### src/logic/slsp_pkg.sv
package slsp_pkg;
  localparam int ADDR_W = 12;
  localparam int IDX_W = 10;
  // printed offsets are register indices; byte address is four times these
  localparam logic [9:0] IDX_STATUS = 10'h208;
  localparam logic [9:0] IDX_PD = 10'h209;
  localparam logic [9:0] IDX_IRQ_ST = 10'h210;
  localparam logic [9:0] IDX_IRQ_MASK = 10'h211;
  localparam logic [9:0] IDX_CTRL = 10'h212;
  // link_status fields
  localparam int BIT_LINK_UP = 6;
  localparam int BIT_SYNC = 5;
  localparam int BIT_REALIGNED = 4;
  localparam int BIT_PHASE_ESTABLISHED_FLAG = 3;
  localparam int BIT_PLL = 2;
  // channel_power_down fields
  localparam int BIT_PD_B = 1;
  localparam int BIT_PD_A = 0;
  // interrupt status / mask fields
  localparam int IRQ_W = 4;
  localparam int IRQ_PHASE_ESTABLISHED_FLAG = 0;
  localparam int IRQ_REALIGNED = 1;
  localparam int IRQ_LINK_DOWN = 2;
  localparam int IRQ_PLL_LOST = 3;
  // reset values and bus response codes
  localparam logic [1:0] PD_RST = 2'h0;
  localparam logic [3:0] IRQ_RST = 4'h0;
  localparam logic [2:0] SYNC_RST = 3'h0;
  localparam logic [31:0] DATA_RST = 32'h0000_0000;
  localparam logic [1:0] RESP_OKAY = 2'h0;
  localparam logic [1:0] RESP_SLVERR = 2'h2;
  // number of stages in each pin synchroniser
  localparam int SYNC_STAGES = 3;

  typedef struct packed {
    logic link_up;
    logic sync_rel;
    logic realigned;
    logic phase_established_flag;
    logic pll_locked;
  } slsp_stat_t;

  localparam slsp_stat_t STAT_RST = '{default: 1'b0};

  typedef struct packed {
    logic link_off;
    logic ch_b;
    logic ch_a;
  } slsp_pd_t;

  localparam slsp_pd_t PDO_RST = '{default: 1'b0};
endpackage

### src/logic/slsp_link_regs.sv
`timescale 1ns/1ps
module slsp_link_regs #(
  parameter int ADDR_W = slsp_pkg::ADDR_W
) (
  input wire logic aclk, // 50 MHz clock
  input wire logic aresetn, // sync reset, low
  input wire logic ce, // freezes all state when low
  input wire logic [ADDR_W-1:0] s_axi_awaddr, // write address
  input wire logic s_axi_awvalid, // write address valid
  output logic s_axi_awready, // write address ready
  input wire logic [31:0] s_axi_wdata, // write data
  input wire logic [3:0] s_axi_wstrb, // write strobes
  input wire logic s_axi_wvalid, // write data valid
  output logic s_axi_wready, // write data ready
  output logic [1:0] s_axi_bresp, // write response
  output logic s_axi_bvalid, // write response valid
  input wire logic s_axi_bready, // write response ready
  input wire logic [ADDR_W-1:0] s_axi_araddr, // read address
  input wire logic s_axi_arvalid, // read address valid
  output logic s_axi_arready, // read address ready
  output logic [31:0] s_axi_rdata, // read data
  output logic [1:0] s_axi_rresp, // read response
  output logic s_axi_rvalid, // read data valid
  input wire logic s_axi_rready, // read data ready
  input wire logic sync_n_pin, // receiver sync request, async
  input wire logic sysref_pin, // sysref, async
  input wire logic pll_lock_pin, // serializer pll lock, async
  input wire logic link_up, // link logic: link operating
  input wire logic realign_pulse, // clock gen: sysref shifted a phase
  output logic link_encoder_enable, // encoder enable
  output logic power_down_channel_a, // channel a and its lanes off
  output logic power_down_channel_b, // channel b and its lanes off
  output logic link_power_down, // whole link subsystem off
  output logic irq // level interrupt
);
  if (ADDR_W < slsp_pkg::ADDR_W)
  begin : g_chk
    $error("ADDR_W too small for the register map");
  end

  function automatic logic [9:0] reg_idx(input logic [ADDR_W-1:0] a);
    reg_idx = a[11:2];
  endfunction

  // pin synchronisers: s1 feeds only s2, change counts when s2 and s3 agree
  logic [2:0] s1_q, s1_d, s2_q, s2_d, s3_q, s3_d, pin_q, pin_d;

  always_comb
  begin
    s1_d = {pll_lock_pin, sysref_pin, sync_n_pin};
    s2_d = s1_q;
    s3_d = s2_q;
    pin_d = pin_q;
    for (int i = 0; i < 3; i++)
    begin
      if (s2_q[i] == s3_q[i])
      begin
        pin_d[i] = s3_q[i];
      end
    end
  end

  always_ff @(posedge aclk)
  begin
    if (!aresetn)
    begin
      s1_q <= slsp_pkg::SYNC_RST;
      s2_q <= slsp_pkg::SYNC_RST;
      s3_q <= slsp_pkg::SYNC_RST;
      pin_q <= slsp_pkg::SYNC_RST;
    end
    else if (ce)
    begin
      s1_q <= s1_d;
      s2_q <= s2_d;
      s3_q <= s3_d;
      pin_q <= pin_d;
    end
  end

  // axi handshake state
  logic aw_got_q, aw_got_d, w_got_q, w_got_d;
  logic [9:0] widx_q, widx_d;
  logic [31:0] wdat_q, wdat_d;
  logic wstb_q, wstb_d;
  logic awready_q, awready_d, wready_q, wready_d;
  logic bvalid_q, bvalid_d, arready_q, arready_d, rvalid_q, rvalid_d;
  logic [1:0] bresp_q, bresp_d, rresp_q, rresp_d;
  logic [31:0] rdata_q, rdata_d;
  // register state
  slsp_pkg::slsp_stat_t st_q, st_d;
  logic [1:0] pd_q, pd_d;
  logic en_q, en_d, armed_q, armed_d;
  logic [3:0] ist_q, ist_d, mask_q, mask_d;
  slsp_pkg::slsp_pd_t pdo_q, pdo_d;
  logic irq_q, irq_d;
  logic wr_fire, ar_fire, sysref_evt, phase_established_flag_set, realign_set;
  logic w1c_al, w1c_re, both_pd;
  logic [7:0] stat_word;

  assign sysref_evt = pin_d[1] && !pin_q[1] && !pdo_q.link_off;
  assign wr_fire = aw_got_q && w_got_q && !bvalid_q;
  assign ar_fire = s_axi_arvalid && arready_q;
  assign both_pd = pd_q[slsp_pkg::BIT_PD_A] && pd_q[slsp_pkg::BIT_PD_B];
  assign phase_established_flag_set = armed_q && sysref_evt;
  assign realign_set = realign_pulse && !pdo_q.link_off;
  assign w1c_al = wr_fire && wstb_q && widx_q == slsp_pkg::IDX_STATUS &&
    wdat_q[slsp_pkg::BIT_PHASE_ESTABLISHED_FLAG];
  assign w1c_re = wr_fire && wstb_q && widx_q == slsp_pkg::IDX_STATUS &&
    wdat_q[slsp_pkg::BIT_REALIGNED];
  assign stat_word = {1'b0, st_q.link_up, st_q.sync_rel, st_q.realigned,
    st_q.phase_established_flag, st_q.pll_locked, 2'h0};

  always_comb
  begin
    aw_got_d = aw_got_q;
    w_got_d = w_got_q;
    widx_d = widx_q;
    wdat_d = wdat_q;
    wstb_d = wstb_q;
    bvalid_d = bvalid_q;
    bresp_d = bresp_q;
    rvalid_d = rvalid_q;
    rresp_d = rresp_q;
    rdata_d = rdata_q;
    if (s_axi_awvalid && awready_q)
    begin
      aw_got_d = 1'b1;
      widx_d = reg_idx(s_axi_awaddr);
    end
    if (s_axi_wvalid && wready_q)
    begin
      w_got_d = 1'b1;
      wdat_d = s_axi_wdata;
      wstb_d = s_axi_wstrb[0];
    end
    if (s_axi_bvalid && s_axi_bready)
    begin
      bvalid_d = 1'b0;
    end
    if (wr_fire)
    begin
      aw_got_d = 1'b0;
      w_got_d = 1'b0;
      bvalid_d = 1'b1;
      case (widx_q)
        slsp_pkg::IDX_STATUS, slsp_pkg::IDX_PD, slsp_pkg::IDX_IRQ_ST,
        slsp_pkg::IDX_IRQ_MASK, slsp_pkg::IDX_CTRL:
          bresp_d = slsp_pkg::RESP_OKAY;
        default:
          bresp_d = slsp_pkg::RESP_SLVERR;
      endcase
    end
    if (s_axi_rvalid && s_axi_rready)
    begin
      rvalid_d = 1'b0;
    end
    if (ar_fire)
    begin
      rvalid_d = 1'b1;
      rresp_d = slsp_pkg::RESP_OKAY;
      case (reg_idx(s_axi_araddr))
        slsp_pkg::IDX_STATUS: rdata_d = {24'h000000, stat_word};
        slsp_pkg::IDX_PD: rdata_d = {30'h00000000, pd_q};
        slsp_pkg::IDX_IRQ_ST: rdata_d = {28'h0000000, ist_q};
        slsp_pkg::IDX_IRQ_MASK: rdata_d = {28'h0000000, mask_q};
        slsp_pkg::IDX_CTRL: rdata_d = {31'h00000000, en_q};
        default:
        begin
          rdata_d = slsp_pkg::DATA_RST;
          rresp_d = slsp_pkg::RESP_SLVERR;
        end
      endcase
    end
    awready_d = !aw_got_d;
    wready_d = !w_got_d;
    // one read in flight; next address taken after the data is accepted
    arready_d = !rvalid_d;
  end

  always_comb
  begin
    st_d = st_q;
    pd_d = pd_q;
    en_d = en_q;
    mask_d = mask_q;
    armed_d = armed_q;
    st_d.link_up = link_up;
    st_d.sync_rel = pin_q[0];
    st_d.pll_locked = pin_q[2];
    if (wr_fire && wstb_q)
    begin
      case (widx_q)
        slsp_pkg::IDX_PD: pd_d = wdat_q[1:0];
        slsp_pkg::IDX_IRQ_MASK: mask_d = wdat_q[3:0];
        slsp_pkg::IDX_CTRL: en_d = wdat_q[0];
        default: pd_d = pd_q;
      endcase
    end
    // clear first, set after: set wins within a cycle
    if (w1c_al)
    begin
      st_d.phase_established_flag = 1'b0;
    end
    if (w1c_re)
    begin
      st_d.realigned = 1'b0;
    end
    if (phase_established_flag_set)
    begin
      st_d.phase_established_flag = 1'b1;
      armed_d = 1'b0;
    end
    if (realign_set)
    begin
      st_d.realigned = 1'b1;
    end
    // arm on the rising edge of encoder enable
    if (en_d && !en_q)
    begin
      armed_d = 1'b1;
    end
    if (!en_d)
    begin
      armed_d = 1'b0;
    end
    // no interlock against pd writes with encoder on; software's duty
    pdo_d.ch_a = pd_d[slsp_pkg::BIT_PD_A];
    pdo_d.ch_b = pd_d[slsp_pkg::BIT_PD_B];
    pdo_d.link_off = both_pd;
    ist_d = ist_q;
    if (wr_fire && wstb_q && widx_q == slsp_pkg::IDX_IRQ_ST)
    begin
      ist_d = ist_q & ~wdat_q[3:0];
    end
    if (phase_established_flag_set)
    begin
      ist_d[slsp_pkg::IRQ_PHASE_ESTABLISHED_FLAG] = 1'b1;
    end
    if (realign_set)
    begin
      ist_d[slsp_pkg::IRQ_REALIGNED] = 1'b1;
    end
    if (st_q.link_up && !link_up)
    begin
      ist_d[slsp_pkg::IRQ_LINK_DOWN] = 1'b1;
    end
    if (pin_q[2] && !pin_d[2])
    begin
      ist_d[slsp_pkg::IRQ_PLL_LOST] = 1'b1;
    end
    irq_d = |(ist_q & mask_q);
  end

  always_ff @(posedge aclk)
  begin
    if (!aresetn)
    begin
      aw_got_q <= 1'b0;
      w_got_q <= 1'b0;
      widx_q <= 10'h000;
      wdat_q <= slsp_pkg::DATA_RST;
      wstb_q <= 1'b0;
      awready_q <= 1'b0;
      wready_q <= 1'b0;
      bvalid_q <= 1'b0;
      bresp_q <= slsp_pkg::RESP_OKAY;
      arready_q <= 1'b0;
      rvalid_q <= 1'b0;
      rresp_q <= slsp_pkg::RESP_OKAY;
      rdata_q <= slsp_pkg::DATA_RST;
      st_q <= slsp_pkg::STAT_RST;
      pd_q <= slsp_pkg::PD_RST;
      en_q <= 1'b0;
      armed_q <= 1'b0;
      ist_q <= slsp_pkg::IRQ_RST;
      mask_q <= slsp_pkg::IRQ_RST;
      pdo_q <= slsp_pkg::PDO_RST;
      irq_q <= 1'b0;
    end
    else if (ce)
    begin
      aw_got_q <= aw_got_d;
      w_got_q <= w_got_d;
      widx_q <= widx_d;
      wdat_q <= wdat_d;
      wstb_q <= wstb_d;
      awready_q <= awready_d;
      wready_q <= wready_d;
      bvalid_q <= bvalid_d;
      bresp_q <= bresp_d;
      arready_q <= arready_d;
      rvalid_q <= rvalid_d;
      rresp_q <= rresp_d;
      rdata_q <= rdata_d;
      st_q <= st_d;
      pd_q <= pd_d;
      en_q <= en_d;
      armed_q <= armed_d;
      ist_q <= ist_d;
      mask_q <= mask_d;
      pdo_q <= pdo_d;
      irq_q <= irq_d;
    end
  end

  assign s_axi_awready = awready_q;
  assign s_axi_wready = wready_q;
  assign s_axi_bvalid = bvalid_q;
  assign s_axi_bresp = bresp_q;
  assign s_axi_arready = arready_q;
  assign s_axi_rvalid = rvalid_q;
  assign s_axi_rresp = rresp_q;
  assign s_axi_rdata = rdata_q;
  assign link_encoder_enable = en_q;
  assign power_down_channel_a = pdo_q.ch_a;
  assign power_down_channel_b = pdo_q.ch_b;
  assign link_power_down = pdo_q.link_off;
  assign irq = irq_q;
endmodule

### config.mk
export PLATFORM = sky130hd
export DESIGN_NAME = slsp_link_regs
export DESIGN_NICKNAME = d
export VERILOG_FILES = /design/src/logic/slsp_pkg.sv /design/src/logic/slsp_link_regs.sv
export SDC_FILE = /design/constraint.sdc
export NUM_CORES = 1
export LEC_CHECK = 0
export BUFFER_PORTS_ARGS = -buffer_cell sky130_fd_sc_hd__buf_2
export CAP_MARGIN = 25
export CORE_AREA = 2 2 85 87
export DETAILED_ROUTE_END_ITERATION = 10
export DIE_AREA = 0 0 87 89
export GPL_TIMING_DRIVEN = 0
export PLACE_DENSITY = 0.75
export SKIP_CTS_REPAIR_TIMING = 1
export SLEW_MARGIN = 5
export SYNTH_ARGS = -nofsm -noshare
export SYNTH_HDL_FRONTEND = slang
export SYNTH_SLANG_ARGS = --single-unit
export TNS_END_PERCENT = 5
### constraint.sdc
create_clock -name aclk -period 1.3 [get_ports aclk]
set_input_delay 0.13 -clock aclk [delete_from_list [all_inputs] [get_ports aclk]]
set_output_delay 0.13 -clock aclk [all_outputs]
set_load 0.02 [all_outputs]
==> Word-level counts from Yosys, hierarchy flattened <==
Cells that the tools add are included.
W data, S select, Z words.
{ "op_classes": {"eq_ne": 14, "n_mux": 29, "bitwise_logic": 3, "reduce_logical": 53} }
{ "op_table": {"columns": ["operator", "n"], "rows": [
  ["$eq A10 B10 Y1 const B", 10],
  ["$pmux W7 S5", 1],
  ["$reduce_and A2 Y1", 13],
  ["$mux W1", 23],
  ["$logic_and A1 B1 Y1", 20],
  ["$reduce_bool A2 Y1", 7],
  ["$reduce_or A5 Y1", 2],
  ["$logic_not A1 Y1", 9],
  ["$and A4 B4 Y4", 2],
  ["$mux W2", 4],
  ["$mux W4", 1],
  ["$not A4 Y4", 1],
  ["$reduce_or A4 Y1", 1],
  ["$eq A1 B1 Y1", 3],
  ["$ne A3 B1 Y1 const B", 1],
  ["$reduce_and A3 Y1", 1]
]} }
{ "totals": {"wordCells": 134, "input_bits": 73, "ff_bits": 92, "output_inout_bits": 46} }

==> Longest topological paths before layout <==
Gate-level depths: netlist of the first run.
{ "logic_depth": {"word_depth": 8, "mapped_depth": 5, "depth_no_buf": 4} }

==> Worst setup path before layout of the first run <==
No wires, ideal clock.
{ "synth_timing": {"kind": "register -> register", "start": "reg arready_q (netlist: s_axi_arready)", "end": "reg rdata_q[3] (netlist: s_axi_rdata[3])", "stages_incl_launch_ff": 5, "required_ns": 1.184, "setup_ns": 0.116, "path_slack_ns": -0.121, "period_less_slack_ns": 1.421, "arrival_time_ns": 1.304, "path_buffers": 0, "cell_sequence": "dfxtp_1 -> nand3_1 -> and2_1 -> a221o_2 -> o211a_1"} }
{ "synth_via": {"elab_chain_cells": 2} }
{ "synth_rtl": {"columns": ["element", "line", "rtl"], "rows": [
  ["start, declared", "slsp_link_regs.sv:87", "logic bvalid_q, bvalid_d, arready_q, arready_d, rvalid_q, rvalid_d;"],
  ["start signal, assigned", "slsp_link_regs.sv:292", "arready_q <= arready_d;"],
  ["$logic_and A1 B1 Y1", "slsp_link_regs.sv:103", "assign ar_fire = s_axi_arvalid && arready_q;"],
  ["$reduce_and A2 Y1 (no line)", null, null],
  ["end signal, assigned", "slsp_link_regs.sv:271", "rdata_q <= slsp_pkg::DATA_RST;"],
  ["end signal, assigned", "slsp_link_regs.sv:295", "rdata_q <= rdata_d;"],
  ["end, declared", "slsp_link_regs.sv:89", "logic [31:0] rdata_q, rdata_d;"]
]} }
No other way between the ends.
A chain may end at the register's enable or synchronous reset.

==> Final worst setup path of the first run <==
{ "layout_timing": {"start": "reg widx_q[2]", "end": "reg st_q[1] (netlist name)"} }
{ "layout_via": {"elab_chain_cells": 5} }
{ "layout_rtl": {"columns": ["element", "line", "rtl"], "rows": [
  ["start, declared", "slsp_link_regs.sv:83", "logic [9:0] widx_q, widx_d;"],
  ["start signal, assigned", "slsp_link_regs.sv:285", "widx_q <= widx_d;"],
  ["$eq A10 B10 Y1", "slsp_link_regs.sv:107", "assign w1c_al = wr_fire && wstb_q && widx_q == slsp_pkg::IDX_STATUS &&"],
  ["$logic_and A1 B1 Y1 (2 in a row)", "slsp_link_regs.sv:107", null],
  ["$reduce_bool A2 Y1 (no line)", null, null],
  ["$reduce_and A2 Y1 (no line)", null, null],
  ["end signal, assigned", "slsp_link_regs.sv:272", "st_q <= slsp_pkg::STAT_RST;"],
  ["end signal, assigned", "slsp_link_regs.sv:296", "st_q <= st_d;"],
  ["end, declared", "slsp_link_regs.sv:91", "slsp_pkg::slsp_stat_t st_q, st_d;"]
]} }
No other way between the ends.

==> results.md, run 1 <==
* Status: finished with violations
* Failing checks: negative setup slack
* CP Buf/Inv Count at 0
* Worst setup path start: widx_q[2]$_SDFFE_PN0P_
* Post-route insts no fill at 508
* Utilization after layout at 53.9%
* FF-to-FF Start: widx_q[2]$_SDFFE_PN0P_
* Die width at 87 um
* CP Data Required Time at 1.52 ns
* Initial core utilization at 42.8%
* Initial antenna violation count at 0
* Crit path max-delay cell type: nor4b_4
* Fin crit period at 1.44 ns
* Library cells used by synthesis at 46
* Clk root buf: clkbuf_8
* Vias at 2585
* Final hold violation count at 0
* WL/cell at 13.6 um
* Syn Inst Count at 329
* Row count at 30
* Sequential area share after synthesis at 43.8%
* I/O pins at 119
* Maximum number of pins on one net before global-route repair at 11
* CP peak stage delay at 0.42 ns
* Crit Path Class: reg -> reg
* Worst-path clk slew at 0.07 ns
* Synthesis-stage register bit count at 63
* Initial DRT Pass Iterations at 5
* Static leakage at 0.00168 uW
* Total CTS buffers at 9
* Commonest non-fill, non-tap cell in the layout: buf_2
* Peak VDD IR at 0.582 mV
* TritonCTS clock tree: done
* Die ar. at 7740 um2
* Yosys warns at 0
* Layout cell share with drive strength beyond 1 at 29.4%
* FMAX at 696 MHz
* Max-slew headroom at 63.3%
* Area Overhead vs Synth at 26.0%
* Tot GR Track Use at 18.2%
* Worst clock skew at 0.00538 ns
* Clk sinks at 63
* Hold path startpoint: s_axi_awaddr[4]
* DR iter-0 viols at 146
* Routed wire length at 6.90 mm
* Vias per cell at 5.09
* Final period util at 111%
* Max-Cap Viols at 0
* Post-synth EDFFs at 0
* Core outline area at 6720 um2
* Port Buffers at 56
* Longest Clk Path Bufs at 2
* Hold WC Path Type: in -> reg
* Remaining global-route overflow at 0
* Pwr Total at 4100 uW
* Synth Flop Type: dfxtp_1
* Most frequent cells in the layout: buf_2, dfxtp_1, nand2_1
* Setup WS pre-CTS at -0.331 ns
* RSZ-0062 raised after global routing: yes
* Layout net count at 496
* CP delay by family, top: simple AND/OR/NAND/NOR gates
* CTS H-Tree Depth at 3
* Post-detail-place hpwl at 5.11 mm
* Total Neg Setup Slack at -1.47 ns
* Syn_area_per_cell at 8.74 um2
* Worst setup EP type: register
* Arrival time at the worst endpoint at 1.65 ns
* Synthesized area at 2880 um2
* PD cells at 1130 nW/um2
* DRC Markers at 0
* Final setup vio count at 15
* Startpoint type of the worst setup path: register
* Asr flop ratio synth at 0%
* Setup slack after layout at -0.137 ns
* Max FO, Critical Path at 5
* First-pass GRT wire length at 11.0 mm
* Critical path, cell by cell: nor4b_4 > nand3_2 > nor3b_4 > a31oi_1
* Fillers at 643
* Slew at the pin closest to its max-slew limit at 0.551 ns
* Placed Instances at 491
* ANT cells at 0
* Vias in the first global route at 2432
* Final GP Congestion at 0.829
* Clk_lat worst skew at 0.33 ns
* Die height at 89 um
* Pins Over Slew Limit at 0
* DRT antenna net count at 0
worst min-delay path: stages:
cell and delay [ns]:
buf_2 0.09, nand2_1 0.04, a21oi_1 0.05
synthesized netlist by cell type, drive strengths merged (2+ instances only):
library cell | n | area, um2
inv | 4 | 15.0
o21ai | 20 | 100
nand2 | 40 | 150
dfxtp | 63 | 1260
and3 | 4 | 25.0
a31oi | 7 | 43.8
nand3b | 5 | 37.5
nor3b | 4 | 30.0
mux2i | 22 | 220
and3b | 2 | 17.5
buf | 31 | 220
nand4 | 5 | 31.3
nor4bb | 2 | 20.0
nor2 | 28 | 105
nand3 | 14 | 70.1
o211a | 3 | 30.0
a21o | 2 | 15.0
a22oi | 3 | 22.5
a221o | 2 | 22.5
nand2b | 3 | 18.8
clkbuf | 9 | 33.8
mux2 | 2 | 22.5
and2 | 3 | 18.8
or2b | 2 | 15.0
a21oi | 29 | 145
nor3 | 4 | 36.3
through the flow:
stage / cell area [um2] / hold WS [ns]
after floorplan: 2990 / 0.266
after global placement: 3370 / 0.368
after detailed placement: 3370 / 0.370
after CTS: 3560 / 0.0182
after global routing: 3620 / 0.00969
final: 3620 / 0.0159
power by group:
| part | total (uW) | switching, uW | internal, uW |
|---|---|---|---|
| logic | 439 | 257 | 182 |
| registers | 2020 | 43.9 | 1980 |
| clock network | 1630 | 705 | 929 |
| total | 4100 | 1010 | 3090 |
worst paths after layout:
kind	slack [ns]	end	cells past startpoint
setup / recovery	-0.14	st_q[1]$_SDFFE_PN0P_	4
setup reg to reg	-0.14	st_q[1]$_SDFFE_PN0P_	4
hold reg to reg	0.45	s_axi_rdata[4]$_SDFFE_PN0P_	2
hold / removal	0.02	widx_q[2]$_SDFFE_PN0P_	3
sequential cells by signal (all words and copies together), names as in the netlist, 2 cells and up:
name,count
st_q,5
s1_q,3
widx_q,10
s2_q,3
pin_q,3
pd_q,2
wdat_q,5
mask_q,4
ist_q,4
s_axi_rdata,7
s3_q,3
layout make-up:
| class | count | area [um2] | area share (%) |
|---|---|---|---|
| Buffer | 40 | 259 | 7.15 |
| Clock inverter | 4 | 45.0 | 1.24 |
| Multi-Input combinational cell | 248 | 1500 | 41.5 |
| Timing Repair Buffer | 57 | 288 | 7.94 |
| Tap cell | 80 | 100 | 2.76 |
| Clock buffer | 12 | 145 | 4.00 |
| Inverter | 4 | 15.0 | 0.414 |
| Sequential cell | 63 | 1270 | 35.0 |
cells by family after synthesis:
kind of cell	count (synthesis)	synth area share [%]
muxes	24	8.44
buffers and inverters	44	9.35
AOI/OAI and AO/OA	71	14.7
xor gates and xnor gates	1	0.305
other	1	0.130
and+or+nand+nor	125	23.2
DFF	63	43.8
per-layer routing:
metal	share of wire, %	up-vias	GRT usage, %
li1	-	1302	-
met1	44	1189	21.5
met2	48	81	30.7
met3	6.3	13	4.99
met4	1.9	0	8.81
met5	0	-	0
No activity file was read; power rests on OpenSTA's default activity.
==> run 2: changes to the inputs <==
--- a/config.mk
+++ b/config.mk
@@ -7,11 +7,10 @@
 export LEC_CHECK = 0
 export BUFFER_PORTS_ARGS = -buffer_cell sky130_fd_sc_hd__buf_2
 export CAP_MARGIN = 25
-export CORE_AREA = 2 2 85 87
+export CORE_AREA = 2 2 101 103
 export DETAILED_ROUTE_END_ITERATION = 10
-export DIE_AREA = 0 0 87 89
+export DIE_AREA = 0 0 103 105
 export GPL_TIMING_DRIVEN = 0
-export PLACE_DENSITY = 0.75
 export SKIP_CTS_REPAIR_TIMING = 1
 export SLEW_MARGIN = 5
 export SYNTH_ARGS = -nofsm -noshare
==> run 2 against run 1 <==
Against the previous run: the run still ends with negative setup slack left; sequential share of layout area down 0.54 points; fmax fell by 0.58%; combinational power grew 2%; critical path type unchanged; largest power group unchanged; highest routed layer unchanged.
==> results.md, run 2 (synthesized netlist as in run 1, its figures left out) <==
* Initial antenna violation count at 0
* Largest register by flop count: widx_q
* CTS H-Tree Depth at 3
* Area of the multi-input gates at 1520 um2
* Vias in the first global route at 2279
* DRT antenna net count at 0
* First-pass GRT wire length at 11.2 mm
* Maximum number of pins on one net before global-route repair at 11
* CP peak stage delay at 0.41 ns
* Die width at 103 um
* Max-Cap Viols at 0
* Clk_lat worst skew at 0.32 ns
* Fin crit period at 1.44 ns
* Final Cell Area at 3680 um2
* PD cells at 1040 nW/um2
* Routed wire length at 7.08 mm
* Vias at 2518
* Final period util at 111%
* CP Capture Point: mask_q[0]$_SDFFE_PN0P_
* I/O pins at 119
* WL/cell at 12.7 um
* Pwr Total at 3840 uW
* Critical path, cell by cell: nor4b_4 > buf_4 > nand4_1 > buf_6 > nand3_1 > o21ai_0
* Vias per cell at 4.50
* Placed Instances at 544
* Row count at 36
* Fillers at 1053
* CP Data Required Time at 1.51 ns
* Pins Over Slew Limit at 0
* Remaining global-route overflow at 0
* Post-DP Area at 3430 um2
* Crit Path Class: reg -> reg
* Tot GR Track Use at 13.4%
* Die ar. at 10800 um2
* R2r endpoint: mask_q[0]$_SDFFE_PN0P_
* Failing checks: negative setup slack
* Hold WC Path Type: in -> reg
* Max-slew headroom at 63.0%
* Final hold violation count at 0
* Sequential Area at 1270 um2
* Total Neg Setup Slack at -1.57 ns
* TritonCTS clock tree: done
* Commonest non-fill, non-tap cell in the layout: buf_2
* Max reg flops at 10
* Core outline area at 9640 um2
* Worst setup EP type: register
* Initial core utilization at 29.8%
* FMAX at 692 MHz
* Worst clock skew at 0.00470 ns
* Peak VDD IR at 0.414 mV
* Final GP Congestion at 0.765
* Worst setup path start: widx_q[6]$_SDFFE_PN0P_
* Longest Clk Path Bufs at 2
* Status: finished with violations
* Port Buffers at 56
* Reg2Reg Setup Slack at -0.14 ns
* Die height at 105 um
* Setup slack after layout at -0.145 ns
* Static leakage at 0.00167 uW
* Worst reg-to-reg path cell count at 6
* RSZ-0062 raised after global routing: yes
* Post-route insts no fill at 559
* Layout cell share with drive strength beyond 1 at 29.8%
* Initial DRT Pass Iterations at 4
* Final setup vio count at 14
* Post-detail-place hpwl at 5.45 mm
* Slew at the pin closest to its max-slew limit at 0.555 ns
* Clk sinks at 63
* ANT cells at 0
* Crit path max-delay cell type: nor4b_4
* DRC Markers at 0
* Clk root buf: clkbuf_8
* Arrival time at the worst endpoint at 1.65 ns
* FF-to-FF Start: widx_q[6]$_SDFFE_PN0P_
* DR iter-0 viols at 63
* Layout net count at 497
* Total CTS buffers at 9
* Max FO, Critical Path at 8
* Area Overhead vs Synth at 28.0%
* Worst-path clk slew at 0.06 ns
* Most frequent cells in the layout: buf_2, dfxtp_1, nand2_1
* Startpoint type of the worst setup path: register
-- run 2: changes by cell type in the layout (fill, tap and decap cells not counted), sizes merged --
cell and change:
clkbuf -1, bufinv -1, clkinv -1, buf +1
-- run 2: routing by layer --
metal	part of all wire [%]	vias to the layer above	global-route usage [%]
met5	0	-	0
met4	1.3	0	4.23
met3	4.9	9	3.68
met2	46	58	21.1
met1	48	1148	17.5
li1	-	1303	-
-- run 2: stage by stage --
stage               hold WS, ns  setup slack (ns)  util, %
floorplan                 0.266          -0.00967        -
finish                   0.0366            -0.145     38.2
detailed placement        0.380            -0.364     35.6
global placement          0.374            -0.283     35.6
global route             0.0272            -0.192     38.2
CTS                      0.0227            -0.373     37.2
-- run 2: cell type report --
class	instances	area share, %
inverters	4	0.408
flip-flops and latches	63	34.5
multi-input cells	248	41.3
plain buffers	40	7.04
well taps	133	4.52
clock inverters	2	0.272
repair buffers	58	8.12
clock buffers	11	3.84
-- run 2: how the worst min path moves through the flow --
| stage | to | cells past startpoint | start | slack, ns |
|---|---|---|---|---|
| after floorplan | widx_q[9]$_SDFFE_PN0P_ | 2 | s_axi_awaddr[11] | 0.27 |
| after global placement | s1_q[2]$_SDFFE_PN0P_ | 3 | pll_lock_pin | 0.37 |
| after detailed placement | widx_q[1]$_SDFFE_PN0P_ | 3 | s_axi_awaddr[3] | 0.38 |
| after CTS | widx_q[1]$_SDFFE_PN0P_ | 3 | s_axi_awaddr[3] | 0.02 |
| after global routing | widx_q[0]$_SDFFE_PN0P_ | 3 | s_axi_awaddr[2] | 0.03 |
| final | widx_q[0]$_SDFFE_PN0P_ | 3 | s_axi_awaddr[2] | 0.04 |
-- run 2: power breakdown --
| part | switching, uW | internal (uW) | leakage (uW) |
|---|---|---|---|
| registers | 44.2 | 1980 | 0.000514 |
| clock network | 661 | 705 | 0.0000809 |
| logic | 263 | 184 | 0.00108 |
| total | 968 | 2870 | 0.00167 |
-- run 2: worst max-delay path, delay by kind of cell, from the launching register on --
family                 cells  cell delay (ns)
buffers and inverters      2             0.34
flip-flops                 1             0.34
AND/OR/NAND/NOR            3             0.57
AO/OA/AOI/OAI              1             0.08
